==> config.mk <==
export PLATFORM = sky130hd
export DESIGN_NAME = pci_phy_config_interface
export DESIGN_NICKNAME = d
export VERILOG_FILES = /design/src/verilog/pci_phy_config_interface.v /design/src/verilog/pci_pwrup_timer.v
export VERILOG_INCLUDE_DIRS = /design/src /design/src/verilog
export SDC_FILE = /design/constraint.sdc
export NUM_CORES = 1
export LEC_CHECK = 0
export ABC_AREA = 0
export BUFFER_PORTS_ARGS = -buffer_cell sky130_fd_sc_hd__buf_2
export CELL_PAD_IN_SITES_DETAIL_PLACEMENT = 1
export CELL_PAD_IN_SITES_GLOBAL_PLACEMENT = 2
export CORE_MARGIN = 1
export CORE_UTILIZATION = 38
export DETAILED_ROUTE_END_ITERATION = 6
export PLACE_DENSITY = 0.95
export REMOVE_ABC_BUFFERS = 1
export SLEW_MARGIN = 30
export SYNTH_ARGS = -nofsm -noshare
export SYNTH_HDL_FRONTEND = slang
export SYNTH_SLANG_ARGS = --single-unit
export TNS_END_PERCENT = 5
==> constraint.sdc <==
create_clock -name i_sys_clk -period 2.7 [get_ports i_sys_clk]
set_input_delay 0 -clock i_sys_clk [delete_from_list [all_inputs] [get_ports i_sys_clk]]
set_output_delay 0 -clock i_sys_clk [all_outputs]
set_load 0.01 [all_outputs]
==> src/verilog/pci_regs.vh <==
// Contract
// - Control writes except module reset reach the PHY only through a module reset.
// - Control bit 14 low holds the PHY in reset; high releases; starts high.
// - Control bit 13 picks PHY clock: 0 internal (default), 1 external clock.
// - Bit 15 reads 1, bits 12..3 read 0; software writes the same.
// - Bits 2..0 set PHY start mode; 110 power-down is the default.
// - 100 Mb/s half modes sense carrier on transmit and receive; full on receive.
// - Control resets to its initial state and is forced to C000 in standby.
// - First identifier register feeds PHY identifier word 1 at module reset.
// - Second identifier register feeds PHY identifier word 2 at module reset.
// - Identifier and address registers are zero at reset and in standby.
// - Address register bits 4..0 hold management address; bits 15..5 read zero.
// - Status bit 15 sets on analog power-up and clears after 21 ms.
// - Status is read-only, reset-initialised, bits 14..0 read zero.
// - After chip power-on reset the PHY enters power-down mode.
`ifndef PCI_REGS_VH
`define PCI_REGS_VH

// ==========================================================================
// Register byte addresses
`define PCI_ADDR_MODE_CTRL 5'h00
`define PCI_ADDR_ID_WORD1 5'h04
`define PCI_ADDR_ID_WORD2 5'h08
`define PCI_ADDR_MGMT_ADDR 5'h0C
`define PCI_ADDR_PWR_STATUS 5'h10

// ==========================================================================
// Field positions
`define PCI_CTRL_FIXED_ONE 15
`define PCI_CTRL_SOFT_RST_N 14
`define PCI_CTRL_CLK_SEL 13
`define PCI_CTRL_MODE_MSB 2
`define PCI_ADDR_FIELD_MSB 4
`define PCI_STAT_PWRUP 15

// ==========================================================================
// Reset values
`define PCI_CTRL_RESET 16'hC006
`define PCI_CTRL_STANDBY 16'hC000
`define PCI_MODE_RESET 3'h6
`define PCI_ID_RESET 16'h0000
`define PCI_MADDR_RESET 5'h00

// ==========================================================================
// Start mode encodings
`define PCI_MODE_10_HALF 3'h0
`define PCI_MODE_10_FULL 3'h1
`define PCI_MODE_100_HALF 3'h2
`define PCI_MODE_100_FULL 3'h3
`define PCI_MODE_AN_100_HALF 3'h4
`define PCI_MODE_POWER_DOWN 3'h6
`define PCI_MODE_AN_ALL 3'h7

// ==========================================================================
// AXI responses
`define PCI_RESP_OKAY 2'h0
`define PCI_RESP_SLVERR 2'h2

// ==========================================================================
// Timing
`define PCI_CLK_KHZ 40000
`define PCI_PWRUP_HOLD_MS 21
`define PCI_PWRUP_CYCLES (`PCI_PWRUP_HOLD_MS * `PCI_CLK_KHZ)

`endif

==> src/verilog/pci_phy_config_interface.v <==
`timescale 1ns/100ps
`include "pci_regs.vh"

module pci_phy_config_interface #(
  parameter PWRUP_CYCLES = `PCI_PWRUP_CYCLES
) (
  input wire i_sys_clk,
  input wire i_nrst,
  // AXI4-Lite slave.
  input wire [4:0] i_s_axi_awaddr,
  input wire [2:0] i_s_axi_awprot,
  input wire i_s_axi_awvalid,
  output reg o_s_axi_awready,
  input wire [31:0] i_s_axi_wdata,
  input wire [3:0] i_s_axi_wstrb,
  input wire i_s_axi_wvalid,
  output reg o_s_axi_wready,
  output reg [1:0] o_s_axi_bresp,
  output reg o_s_axi_bvalid,
  input wire i_s_axi_bready,
  input wire [4:0] i_s_axi_araddr,
  input wire [2:0] i_s_axi_arprot,
  input wire i_s_axi_arvalid,
  output reg o_s_axi_arready,
  output reg [31:0] o_s_axi_rdata,
  output reg [1:0] o_s_axi_rresp,
  output reg o_s_axi_rvalid,
  input wire i_s_axi_rready,
  // Chip-level status.
  input wire i_standby,
  input wire i_analog_power_detect,
  // PHY strap and reset outputs.
  output reg o_phy_soft_reset_n,
  output reg o_phy_clock_select,
  output reg [2:0] o_phy_start_mode,
  output reg [15:0] o_id_word1_init,
  output reg [15:0] o_id_word2_init,
  output reg [4:0] o_mgmt_address_init,
  output reg o_phy_autoneg_enable,
  output reg o_phy_speed_100,
  output reg o_phy_full_duplex,
  output reg o_phy_power_down,
  output reg o_phy_crs_on_transmit
);

  // ========================================================================
  // Helper functions

  // Merges the two low byte lanes of a write into a 16-bit register.
  function [15:0] merge_lanes;
    input [15:0] old_value;
    input [31:0] wdata;
    input [3:0] wstrb;
    begin
      merge_lanes = old_value;
      if (wstrb[0]) begin
        merge_lanes[7:0] = wdata[7:0];
      end
      if (wstrb[1]) begin
        merge_lanes[15:8] = wdata[15:8];
      end
    end
  endfunction

  // True when the address hits one of the five registers.
  function addr_mapped;
    input [4:0] addr;
    begin
      case (addr)
        `PCI_ADDR_MODE_CTRL,
        `PCI_ADDR_ID_WORD1,
        `PCI_ADDR_ID_WORD2,
        `PCI_ADDR_MGMT_ADDR,
        `PCI_ADDR_PWR_STATUS: addr_mapped = 1'b1;
        default: addr_mapped = 1'b0;
      endcase
    end
  endfunction

  // True for the modes in which carrier sense also covers transmit.
  function mode_crs_tx;
    input [2:0] mode;
    begin
      mode_crs_tx = (mode == `PCI_MODE_100_HALF) || (mode == `PCI_MODE_AN_100_HALF);
    end
  endfunction

  // Maps a start mode to {autoneg, speed 100, full duplex, power-down}.
  function [3:0] mode_decode;
    input [2:0] mode;
    begin
      case (mode)
        `PCI_MODE_10_HALF: mode_decode = 4'h0;
        `PCI_MODE_10_FULL: mode_decode = 4'h2;
        `PCI_MODE_100_HALF: mode_decode = 4'h4;
        `PCI_MODE_100_FULL: mode_decode = 4'h6;
        `PCI_MODE_AN_100_HALF: mode_decode = 4'hC;
        `PCI_MODE_AN_ALL: mode_decode = 4'hE;
        default: mode_decode = 4'h1;
      endcase
    end
  endfunction

  // ========================================================================
  // Software-visible storage
  reg ctrl_soft_reset_n;
  reg ctrl_clk_sel;
  reg [2:0] ctrl_mode;
  reg [15:0] id_word1;
  reg [15:0] id_word2;
  reg [4:0] mgmt_addr;
  wire [15:0] ctrl_view;
  localparam [15:0] ctrl_standby_image = `PCI_CTRL_STANDBY;
  wire [15:0] status_view;
  wire [15:0] ctrl_merged;
  wire power_up_flag;

  // ========================================================================
  // Write channel state
  reg [4:0] wr_addr;
  reg [31:0] wr_data;
  reg [3:0] wr_strb;
  wire wr_go;
  wire wr_hit;

  // ========================================================================
  // Read channel state
  reg [15:0] next_rd_value;

  // ========================================================================
  // Synchroniser for the analog power detect pin
  reg pwr_sync_a;
  reg pwr_sync_b;

  // Two flops before any logic looks at the detect pin.
  always @(posedge i_sys_clk or negedge i_nrst) begin
    if (!i_nrst) begin
      pwr_sync_a <= 1'b0;
      pwr_sync_b <= 1'b0;
    end else begin
      pwr_sync_a <= i_analog_power_detect;
      pwr_sync_b <= pwr_sync_a;
    end
  end

  // ========================================================================
  // Power-up reset flag
  pci_pwrup_timer #(
    .HOLD_CYCLES(PWRUP_CYCLES)
  ) u_pwrup_timer (
    .i_sys_clk(i_sys_clk),
    .i_nrst(i_nrst),
    .i_power_detect(pwr_sync_b),
    .o_power_up_reset_flag(power_up_flag)
  );

  // ========================================================================
  // Register views

  // Fixed bits are produced here, so writes to them never stick.
  assign ctrl_view = {1'b1, ctrl_soft_reset_n, ctrl_clk_sel, 10'h000, ctrl_mode};

  // Only the power-up flag is live; the rest reads as zero.
  assign status_view = {power_up_flag, 15'h0000};

  // Control image with the pending write's byte lanes merged in.
  assign ctrl_merged = merge_lanes(ctrl_view, wr_data, wr_strb);

  // ========================================================================
  // Write address and data capture

  // A write commits once both channels are held and no response is pending.
  assign wr_go = ~o_s_axi_awready & ~o_s_axi_wready & ~o_s_axi_bvalid;
  assign wr_hit = addr_mapped(wr_addr);

  // Each channel is taken independently and released after the response.
  always @(posedge i_sys_clk or negedge i_nrst) begin
    if (!i_nrst) begin
      o_s_axi_awready <= 1'b1;
      o_s_axi_wready <= 1'b1;
      wr_addr <= 5'h00;
      wr_data <= 32'h00000000;
      wr_strb <= 4'h0;
    end else begin
      if (i_s_axi_awvalid && o_s_axi_awready) begin
        wr_addr <= {i_s_axi_awaddr[4:2], 2'h0};
        o_s_axi_awready <= 1'b0;
      end
      if (i_s_axi_wvalid && o_s_axi_wready) begin
        wr_data <= i_s_axi_wdata;
        wr_strb <= i_s_axi_wstrb;
        o_s_axi_wready <= 1'b0;
      end
      if (o_s_axi_bvalid && i_s_axi_bready) begin
        o_s_axi_awready <= 1'b1;
        o_s_axi_wready <= 1'b1;
      end
    end
  end

  // ========================================================================
  // Write response

  // Unmapped addresses are answered with a slave error and change nothing.
  always @(posedge i_sys_clk or negedge i_nrst) begin
    if (!i_nrst) begin
      o_s_axi_bvalid <= 1'b0;
      o_s_axi_bresp <= `PCI_RESP_OKAY;
    end else begin
      if (wr_go) begin
        o_s_axi_bvalid <= 1'b1;
        o_s_axi_bresp <= wr_hit ? `PCI_RESP_OKAY : `PCI_RESP_SLVERR;
      end else if (i_s_axi_bready) begin
        o_s_axi_bvalid <= 1'b0;
      end
    end
  end

  // ========================================================================
  // Control register

  // Standby forces the standby image; otherwise a write updates fields.
  always @(posedge i_sys_clk or negedge i_nrst) begin
    if (!i_nrst) begin
      ctrl_soft_reset_n <= 1'b1;
      ctrl_clk_sel <= 1'b0;
      ctrl_mode <= `PCI_MODE_RESET;
    end else if (i_standby) begin
      ctrl_soft_reset_n <= ctrl_standby_image[`PCI_CTRL_SOFT_RST_N];
      ctrl_clk_sel <= ctrl_standby_image[`PCI_CTRL_CLK_SEL];
      ctrl_mode <= ctrl_standby_image[`PCI_CTRL_MODE_MSB:0];
    end else if (wr_go && (wr_addr == `PCI_ADDR_MODE_CTRL)) begin
      ctrl_soft_reset_n <= ctrl_merged[`PCI_CTRL_SOFT_RST_N];
      ctrl_clk_sel <= ctrl_merged[`PCI_CTRL_CLK_SEL];
      ctrl_mode <= ctrl_merged[`PCI_CTRL_MODE_MSB:0];
    end
  end

  // ========================================================================
  // Identifier and address registers

  // All three clear to zero in standby and take writes otherwise.
  always @(posedge i_sys_clk or negedge i_nrst) begin
    if (!i_nrst) begin
      id_word1 <= `PCI_ID_RESET;
      id_word2 <= `PCI_ID_RESET;
      mgmt_addr <= `PCI_MADDR_RESET;
    end else if (i_standby) begin
      id_word1 <= `PCI_ID_RESET;
      id_word2 <= `PCI_ID_RESET;
      mgmt_addr <= `PCI_MADDR_RESET;
    end else if (wr_go) begin
      if (wr_addr == `PCI_ADDR_ID_WORD1) begin
        id_word1 <= merge_lanes(id_word1, wr_data, wr_strb);
      end
      if (wr_addr == `PCI_ADDR_ID_WORD2) begin
        id_word2 <= merge_lanes(id_word2, wr_data, wr_strb);
      end
      if (wr_addr == `PCI_ADDR_MGMT_ADDR) begin
        mgmt_addr <= wr_strb[0] ? wr_data[`PCI_ADDR_FIELD_MSB:0] : mgmt_addr;
      end
    end
  end

  // ========================================================================
  // Read data selection

  // Picks the addressed view; unmapped addresses read as zero.
  always @* begin
    next_rd_value = 16'h0000;
    case ({i_s_axi_araddr[4:2], 2'h0})
      `PCI_ADDR_MODE_CTRL: next_rd_value = ctrl_view;
      `PCI_ADDR_ID_WORD1: next_rd_value = id_word1;
      `PCI_ADDR_ID_WORD2: next_rd_value = id_word2;
      `PCI_ADDR_MGMT_ADDR: next_rd_value = {11'h000, mgmt_addr};
      `PCI_ADDR_PWR_STATUS: next_rd_value = status_view;
      default: next_rd_value = 16'h0000;
    endcase
  end

  // ========================================================================
  // Read channel

  // One read at a time; the answer comes one cycle after the address.
  always @(posedge i_sys_clk or negedge i_nrst) begin
    if (!i_nrst) begin
      o_s_axi_arready <= 1'b1;
      o_s_axi_rvalid <= 1'b0;
      o_s_axi_rdata <= 32'h00000000;
      o_s_axi_rresp <= `PCI_RESP_OKAY;
    end else begin
      if (i_s_axi_arvalid && o_s_axi_arready) begin
        o_s_axi_arready <= 1'b0;
        o_s_axi_rvalid <= 1'b1;
        o_s_axi_rdata <= {16'h0000, next_rd_value};
        if (addr_mapped({i_s_axi_araddr[4:2], 2'h0})) begin
          o_s_axi_rresp <= `PCI_RESP_OKAY;
        end else begin
          o_s_axi_rresp <= `PCI_RESP_SLVERR;
        end
      end else if (o_s_axi_rvalid && i_s_axi_rready) begin
        o_s_axi_rvalid <= 1'b0;
        o_s_axi_arready <= 1'b1;
      end
    end
  end

  // ========================================================================
  // PHY reset output

  // The reset line follows the control bit one cycle later.
  always @(posedge i_sys_clk or negedge i_nrst) begin
    if (!i_nrst) begin
      o_phy_soft_reset_n <= 1'b1;
    end else begin
      o_phy_soft_reset_n <= ctrl_soft_reset_n;
    end
  end

  // ========================================================================
  // Applied strap values

  // Straps track the registers only while the PHY is held in reset, so the
  // value present at release is what the PHY keeps until the next reset.
  always @(posedge i_sys_clk or negedge i_nrst) begin
    if (!i_nrst) begin
      o_phy_clock_select <= 1'b0;
      o_phy_start_mode <= `PCI_MODE_RESET;
      o_id_word1_init <= `PCI_ID_RESET;
      o_id_word2_init <= `PCI_ID_RESET;
      o_mgmt_address_init <= `PCI_MADDR_RESET;
    end else if (!ctrl_soft_reset_n) begin
      o_phy_clock_select <= ctrl_clk_sel;
      o_phy_start_mode <= ctrl_mode;
      o_id_word1_init <= id_word1;
      o_id_word2_init <= id_word2;
      o_mgmt_address_init <= mgmt_addr;
    end
  end

  // ========================================================================
  // Decoded mode outputs

  // Decodes the applied mode into speed, duplex, negotiation and carrier use.
  always @(posedge i_sys_clk or negedge i_nrst) begin
    if (!i_nrst) begin
      o_phy_autoneg_enable <= 1'b0;
      o_phy_speed_100 <= 1'b0;
      o_phy_full_duplex <= 1'b0;
      o_phy_power_down <= 1'b1;
      o_phy_crs_on_transmit <= 1'b0;
    end else begin
      o_phy_crs_on_transmit <= mode_crs_tx(o_phy_start_mode);
      {o_phy_autoneg_enable, o_phy_speed_100, o_phy_full_duplex,
        o_phy_power_down} <= mode_decode(o_phy_start_mode);
    end
  end

endmodule // pci_phy_config_interface

==> src/verilog/pci_pwrup_timer.v <==
`timescale 1ns/100ps
`include "pci_regs.vh"

module pci_pwrup_timer #(
  parameter HOLD_CYCLES = `PCI_PWRUP_CYCLES
) (
  input wire i_sys_clk,
  input wire i_nrst,
  input wire i_power_detect,
  output reg o_power_up_reset_flag
);

  // ========================================================================
  // Hold counter
  reg [19:0] hold_count;
  reg detect_seen;
  wire detect_rise;

  assign detect_rise = i_power_detect & ~detect_seen;

  // The flag starts set after power-on reset and sets again on each
  // detected supply rise; it clears itself once the hold time has run.
  always @(posedge i_sys_clk or negedge i_nrst) begin
    if (!i_nrst) begin
      detect_seen <= 1'b0;
      hold_count <= 20'h00000;
      o_power_up_reset_flag <= 1'b1;
    end else begin
      detect_seen <= i_power_detect;
      if (detect_rise) begin
        hold_count <= 20'h00000;
        o_power_up_reset_flag <= 1'b1;
      end else if (o_power_up_reset_flag) begin
        if (hold_count == HOLD_CYCLES[19:0] - 20'h00001) begin
          o_power_up_reset_flag <= 1'b0;
        end else begin
          hold_count <= hold_count + 20'h00001;
        end
      end
    end
  end

endmodule // pci_pwrup_timer

# After elaboration in Yosys (flattened, before gate mapping)

Index checks and enable logic that the tools add are counted.

Bits in read-only memories: 0
Latch bits: 0
Memories kept: 0
Bits in registers: 159
Memory bits (writable): 0
Output and inout port bits: 88

Muxes and demuxes: 43
Add/sub/neg operators: 1
Divide/modulo/power cells: 0
Eq/ne operators: 15
Shifts and indexed selects: 0
Order comparisons: 0
Reduce and logical (&&, ||, !) cells: 32
Multipliers: 0
Bitwise logic cells: 7

Operators by type and width:

| kind                                                                   | count |
|---|---|
| 16-bit two-way mux                                                     | 6 |
| 16-bit one-hot mux with 5 select lines                                 | 1 |
| 20-bit two-way mux                                                     | 3 |
| 4-bit one-hot mux with 6 select lines                                  | 1 |
| 2-bit nonzero test                                                     | 12 |
| 20-bit by 1-bit adder with 20-bit output (second input constant)       | 1 |
| 20-bit equality test (second input constant)                           | 1 |
| 1-bit two-way mux                                                      | 20 |
| 5-bit two-way mux                                                      | 4 |
| 3-bit by 2-bit equality test with 1-bit output (second input constant) | 6 |
| 8-bit two-way mux                                                      | 2 |
| 3-bit AND reduction                                                    | 5 |
| 3-bit equality test (second input constant)                            | 4 |
| 5-bit OR reduction                                                     | 2 |
| 3-bit by 1-bit equality test with 1-bit output (second input constant) | 3 |
| 3-bit two-way mux                                                      | 3 |
| 7-bit two-way mux                                                      | 1 |
| 1-bit logical AND                                                      | 6 |
| 3-bit logical NOT                                                      | 2 |
| 2-bit AND reduction                                                    | 3 |
| 5-bit logical NOT                                                      | 1 |
| 2-bit two-way mux                                                      | 2 |
| 1-bit inverter                                                         | 4 |
| 1-bit AND                                                              | 3 |
| other kinds (2)                                                        | 2 |

# Logic depth before layout (Yosys ltp)

Word-level depth: 6
Mapped depth: 7
Gate-level depth less buffers: 6

# Modules after synthesis

From an unflattened synthesis, not the netlist that was laid out.

Cells, all modules: 588
Area, all modules: 6,946.7 um^2

Modules (own cells, without submodules):

| module                   | times used | sequential area each (um^2) | cells each | area an instance (um^2) |
|---|---|---|---|---|
| pci_phy_config_interface | 1          | 3,390.8                     | 469        | 5,806.8 |
| pci_pwrup_timer          | 1          | 551.8                       | 119        | 1,139.8 |

# Least setup slack after synthesis

OpenSTA, ideal clock, no wires.

Path kind: reg2reg
Start point: register o_s_axi_bvalid
End point: register id_word1[7]
Data required time: 2,583 ps
Stages on the path, launching flop included: 8
Period minus slack after synthesis: 1,765 ps
Path buffers: 2
Arrival time: 1,648 ps
Path slack: 935 ps
Setup time: 117 ps
Cell sequence: dfrtp_1 -> or3_1 -> buf_6 -> nor3_4 -> a21oi_4 -> buf_6 -> nand2_1 -> o21ai_2

Word-level cells in the longest chain between the ends: 4

Ends and longest elaborated chain:

| what                                 | RTL line                       | RTL |
|---|---|---|
| start, declared                      | pci_phy_config_interface.v:19  | `output reg o_s_axi_bvalid,` |
| start signal, assigned               | pci_phy_config_interface.v:207 | `o_s_axi_bvalid <= 1'b0;` |
| start signal, assigned               | pci_phy_config_interface.v:211 | `o_s_axi_bvalid <= 1'b1;` |
| start signal, assigned               | pci_phy_config_interface.v:214 | `o_s_axi_bvalid <= 1'b0;` |
| 1-bit inverter                       | pci_phy_config_interface.v:173 | `assign wr_go = ~o_s_axi_awready & ~o_s_axi_wready & ~o_s_axi_bvalid;` |
| 1-bit AND                            | pci_phy_config_interface.v:173 |  |
| 2-bit nonzero test (no source line)  | -                              |  |
| 3-bit AND reduction (no source line) | -                              |  |
| end signal, assigned                 | pci_phy_config_interface.v:245 | `` id_word1 <= `PCI_ID_RESET; `` |
| end signal, assigned                 | pci_phy_config_interface.v:249 | `` id_word1 <= `PCI_ID_RESET; `` |
| end signal, assigned                 | pci_phy_config_interface.v:254 | `id_word1 <= merge_lanes(id_word1, wr_data, wr_strb);` |
| end, declared                        | pci_phy_config_interface.v:109 | `reg [15:0] id_word1;` |

No other way between the ends.
A chain may end at the register's enable or synchronous reset.

# Worst setup path in the final report

Start point: register o_s_axi_bvalid
End point: register id_word2[2]

Word-level cells in the longest chain between the ends: 4

Ends and longest elaborated chain:

| what                                 | RTL line                       | RTL |
|---|---|---|
| 1-bit inverter                       | pci_phy_config_interface.v:173 |  |
| 1-bit AND                            | pci_phy_config_interface.v:173 |  |
| 2-bit nonzero test (no source line)  | -                              |  |
| 3-bit AND reduction (no source line) | -                              |  |
| end signal, assigned                 | pci_phy_config_interface.v:246 | `` id_word2 <= `PCI_ID_RESET; `` |
| end signal, assigned                 | pci_phy_config_interface.v:250 | `` id_word2 <= `PCI_ID_RESET; `` |
| end signal, assigned                 | pci_phy_config_interface.v:257 | `id_word2 <= merge_lanes(id_word2, wr_data, wr_strb);` |
| end, declared                        | pci_phy_config_interface.v:110 | `reg [15:0] id_word2;` |

No other way between the ends.

==> out/qor.txt <==
========================================================================================
Status                                                                      complete, no violations
H-tree lvl count                                                                       4
Required time of the critical path                                               2.96 ns
Placed cell area                                                                7390 um2
Primary flip-flop cell chosen by synthesis mapping                          sky130_fd_sc_hd__dfrtp_1
Design internal power                                                            4.87 mW
DR DRC count                                                                           0
CTS root buffer                                                             sky130_fd_sc_hd__clkbuf_16
Horiz. Die Dim                                                                    135 um
Most used routing layer in global routing                                           met2
Net load switching power                                                         1.97 mW
Post-synthesis average cell area                                                12.0 um2
Vias per std cell                                                                   5.19
Area inside the core boundary                                                 17,200 um2
Clk_skew                                                                      0.00853 ns
Cell area after technology mapping                                              6690 um2
Number of global-route vias before repair                                          5,413
Netlist cell types                                                                    48
Number of setup violations in the final report                                         0
Total vias in the final route                                                      4,840
Reg clk slew, reported paths                                                     0.07 ns
HPWL Detailed                                                                  12,100 um
Global route overflow                                                                  0
Relative slew margins                                                              41.4%
Startpoint class of the critical path                                           register
Global routing met1 resource utilization                                           26.2%
Sequential fraction of the synthesis area                                          58.9%
GRT Overall Usage                                                                  21.2%
CTS Buf Count                                                                         17
Synthesized flop and latch total                                                     157
Sequential share of power                                                          46.1%
Gpl congestion                                                                     0.770
GR met2 Demand/Resource                                                            37.1%
Die boundary height                                                               135 um
Final hold violations                                                                  0
Worst skew pair latency                                                          0.41 ns
Max-slew violations                                                                    0
First-pass GRT wire length                                                     29,400 um
Share of async-settable or async-resettable flops after synthesis                   100%
Clock sinks                                                                          157
Unrepaired setup endpoints after global routing                                       no
Largest net degree at the start of global routing                                     79
Synthesized netlist cell count                                                       557
Share of total power in combinational logic                                        16.0%
Routed wirelength normalized by instance count                                   19.3 um
Area of the die                                                               18,100 um2
Type of the worst min-delay path                                            primary input to register
Final min period                                                                 2.08 ns
Post-CTS Resized                                                                       0
Setup slack on the worst flop-to-flop path                                       0.62 ns
Number of DRC markers after the initial detailed-route iteration                     320
Nets                                                                                 756
Area delta synth->final                                                            24.9%
EDFF count, synth                                                                      0
Critical path arrival                                                            2.34 ns
Achievable Freq                                                                0.480 GHz
Leak pwr                                                                         4.14 nW
Worst setup path category                                                   register to register
Layout cells sized above 1                                                         33.0%
Max Fanout on Critical Path                                                            8
Critical Path Sink Type                                                         register
Reported max-cap violation count                                                       0
Count of input and output buffers                                                    102
Clk pwr share                                                                      38.0%
Final routed wirelength across all metal layers                                18,000 um
Worst-Margin Slew                                                               0.879 ns
Maximum vdd ir drop                                                           0.000558 V
CTS tree                                                                           built
Portion of the clock cycle consumed by the worst path in the final layout          77.1%
Cell Pwr Density                                                              819 nW/um2
Antenna viol nets, final                                                               0
Global-route track usage on met3                                                   5.26%
Final non-filler cell area                                                      8350 um2
Ys Warns                                                                               0
Number of detailed-routing iterations run before antenna repair                        4
Number of buffers on the longest clock path                                            2
Number of antenna repair diodes                                                        0
I/O pin total                                                                        149
Initial antenna violation count                                                        0
Final setup TNS                                                                     0 ns
Effective utilization at floorplan                                                 38.8%
Proportion of total power due to net switching                                     28.8%
Row cnt                                                                               48
========================================================================================
cells in the mapped netlist, types with 2 or more instances:
library cell | instances | area share (%)
sky130_fd_sc_hd__nand4_1 | 4 | 0.37
sky130_fd_sc_hd__nand2_1 | 49 | 2.7
sky130_fd_sc_hd__a22o_1 | 3 | 0.39
sky130_fd_sc_hd__nor4_1 | 2 | 0.19
sky130_fd_sc_hd__nor3_1 | 7 | 0.52
sky130_fd_sc_hd__and4_1 | 2 | 0.26
sky130_fd_sc_hd__or2_2 | 2 | 0.19
sky130_fd_sc_hd__or3_1 | 6 | 0.56
sky130_fd_sc_hd__mux4_2 | 3 | 1.0
sky130_fd_sc_hd__inv_1 | 8 | 0.45
sky130_fd_sc_hd__nor2b_1 | 3 | 0.28
sky130_fd_sc_hd__o21ai_0 | 27 | 2.0
sky130_fd_sc_hd__o21ai_1 | 6 | 0.45
sky130_fd_sc_hd__nand3_1 | 16 | 1.2
sky130_fd_sc_hd__mux2i_1 | 30 | 4.5
sky130_fd_sc_hd__nor2_1 | 47 | 2.6
sky130_fd_sc_hd__mux2_2 | 64 | 11
sky130_fd_sc_hd__a22oi_1 | 10 | 1.1
sky130_fd_sc_hd__nand3b_1 | 2 | 0.22
sky130_fd_sc_hd__buf_6 | 2 | 0.34
sky130_fd_sc_hd__buf_4 | 18 | 2.0
sky130_fd_sc_hd__clkbuf_1 | 21 | 1.2
sky130_fd_sc_hd__dfstp_2 | 11 | 4.3
sky130_fd_sc_hd__xor2_1 | 8 | 1.0
sky130_fd_sc_hd__dfrtp_1 | 146 | 55
sky130_fd_sc_hd__a21oi_1 | 18 | 1.3
sky130_fd_sc_hd__nand3_2 | 3 | 0.45
sky130_fd_sc_hd__nor3_4 | 2 | 0.49
sky130_fd_sc_hd__o21ai_2 | 3 | 0.39
sky130_fd_sc_hd__xnor2_1 | 5 | 0.65
sky130_fd_sc_hd__nand2b_1 | 12 | 1.1
cell type report:
| type | instances | area [um2] |
|---|---|---|
| clock buffer | 21 | 460 |
| fill | 1820 | 8880 |
| sequential | 157 | 3940 |
| inverter | 8 | 30.0 |
| clock inverter | 11 | 180 |
| multi-input combinational | 367 | 2540 |
| timing repair buffer | 143 | 917 |
| tap | 225 | 282 |
per-layer routing:
layer	wire length, um	part of all wire [%]	vias up
met4	244	1.4	0
met5	0	0	-
li1	-	-	2178
met1	7670	43	2525
met3	750	4.2	22
met2	9340	52	115
registers in the layout, summed over array words and instances (netlist names), 2 cells and up:
register                  count
wr_strb                       2
o_mgmt_address_init           5
o_phy_start_mode              3
o_s_axi_rdata                16
o_id_word1_init              16
wr_data                      16
mgmt_addr                     5
wr_addr                       3
id_word1                     16
ctrl_mode                     3
u_pwrup_timer.hold_count     20
id_word2                     16
o_id_word2_init              16
path summary, 6_finish.rpt:
kind	from	to	depth (start not counted)
max	o_s_axi_bvalid	id_word2[2]	5
min	i_s_axi_araddr[3]	o_s_axi_rdata[4]	3
max reg2reg	o_s_axi_bvalid	id_word2[2]	5
min reg2reg	pwr_sync_a	pwr_sync_b	0
max in group asynchronous	i_nrst	u_pwrup_timer.o_power_up_reset_flag	3
min in group asynchronous	i_nrst	u_pwrup_timer.detect_seen	2
power by group through the flow:
stage | Sequential [mW] | Clock, mW | Combinational (mW)
floorplan | 3.11 | 0 | 0.586
global placement | 3.13 | 0 | 0.969
detailed placement | 3.18 | 0 | 1.04
CTS | 3.15 | 2.64 | 1.10
global route | 3.20 | 2.72 | 1.21
finish | 3.15 | 2.60 | 1.09
critical path, stage by stage (launching register included):
cell and delay, ns:
sky130_fd_sc_hd__dfrtp_1 0.41, sky130_fd_sc_hd__or3_1 0.51, sky130_fd_sc_hd__nor3_4 0.27, sky130_fd_sc_hd__nand3_2 0.35, sky130_fd_sc_hd__mux2i_1 0.31, sky130_fd_sc_hd__nor2_1 0.07
per-stage QoR:
| stage | worst slack [ns] | power [mW] | std cells | util [%] | hold slack, ns |
|---|---|---|---|---|---|
| floorplan | 0.926 | 3.70 | 532 | - | -0.296 |
| global placement | 0.747 | 4.10 | 868 | 42.9 | 0.0587 |
| detailed placement | 0.645 | 4.22 | 868 | 42.9 | 0.0758 |
| CTS | 0.582 | 6.89 | 932 | 48.4 | 0.114 |
| global route | 0.464 | 7.13 | 932 | 48.5 | 0.162 |
| finish | 0.617 | 6.84 | 932 | 48.5 | 0.111 |
cell families (layout without fill, tap and decap cells):
group,Yosys count,in the layout,share of synthesized area (%)
compound gates,75,75,6.83
xor+xnor,13,13,1.70
fa+ha+maj,1,1,0.187
buf+inv,50,183,4.06
flops,157,157,58.9
mux,97,97,16.3
other cells,1,18,0.0561
simple gates,163,163,12.0
timing repair:
| item | 4_1_cts | 5_1_grt |
|---|---|---|
| buffers inserted | 0 | 0 |
| hold buffers | 32 | 0 |
| endpoints found under the hold margin | 95 | 0 |
placed cells by master, fill, tap and decap left out, drive strengths merged, types with 3 or more instances in the layout:
cell type and n:
clkinv 3, dfrtp 146, nor2b 3, mux2 64
dfstp 11, mux2i 30, mux4 3, xor2 8
o21ai 36, clkbuf 21, nand4 4, xnor2 5
bufinv 4, buf 111, or3 6, a21oi 19
nand2b 12, dlygate4sd3 32, nand3 19, a22oi 10
nand2 50, conb 18, a22o 3, nor2 47
nor3 10, inv 11
Note: power is estimated with default switching activity, not from simulation.
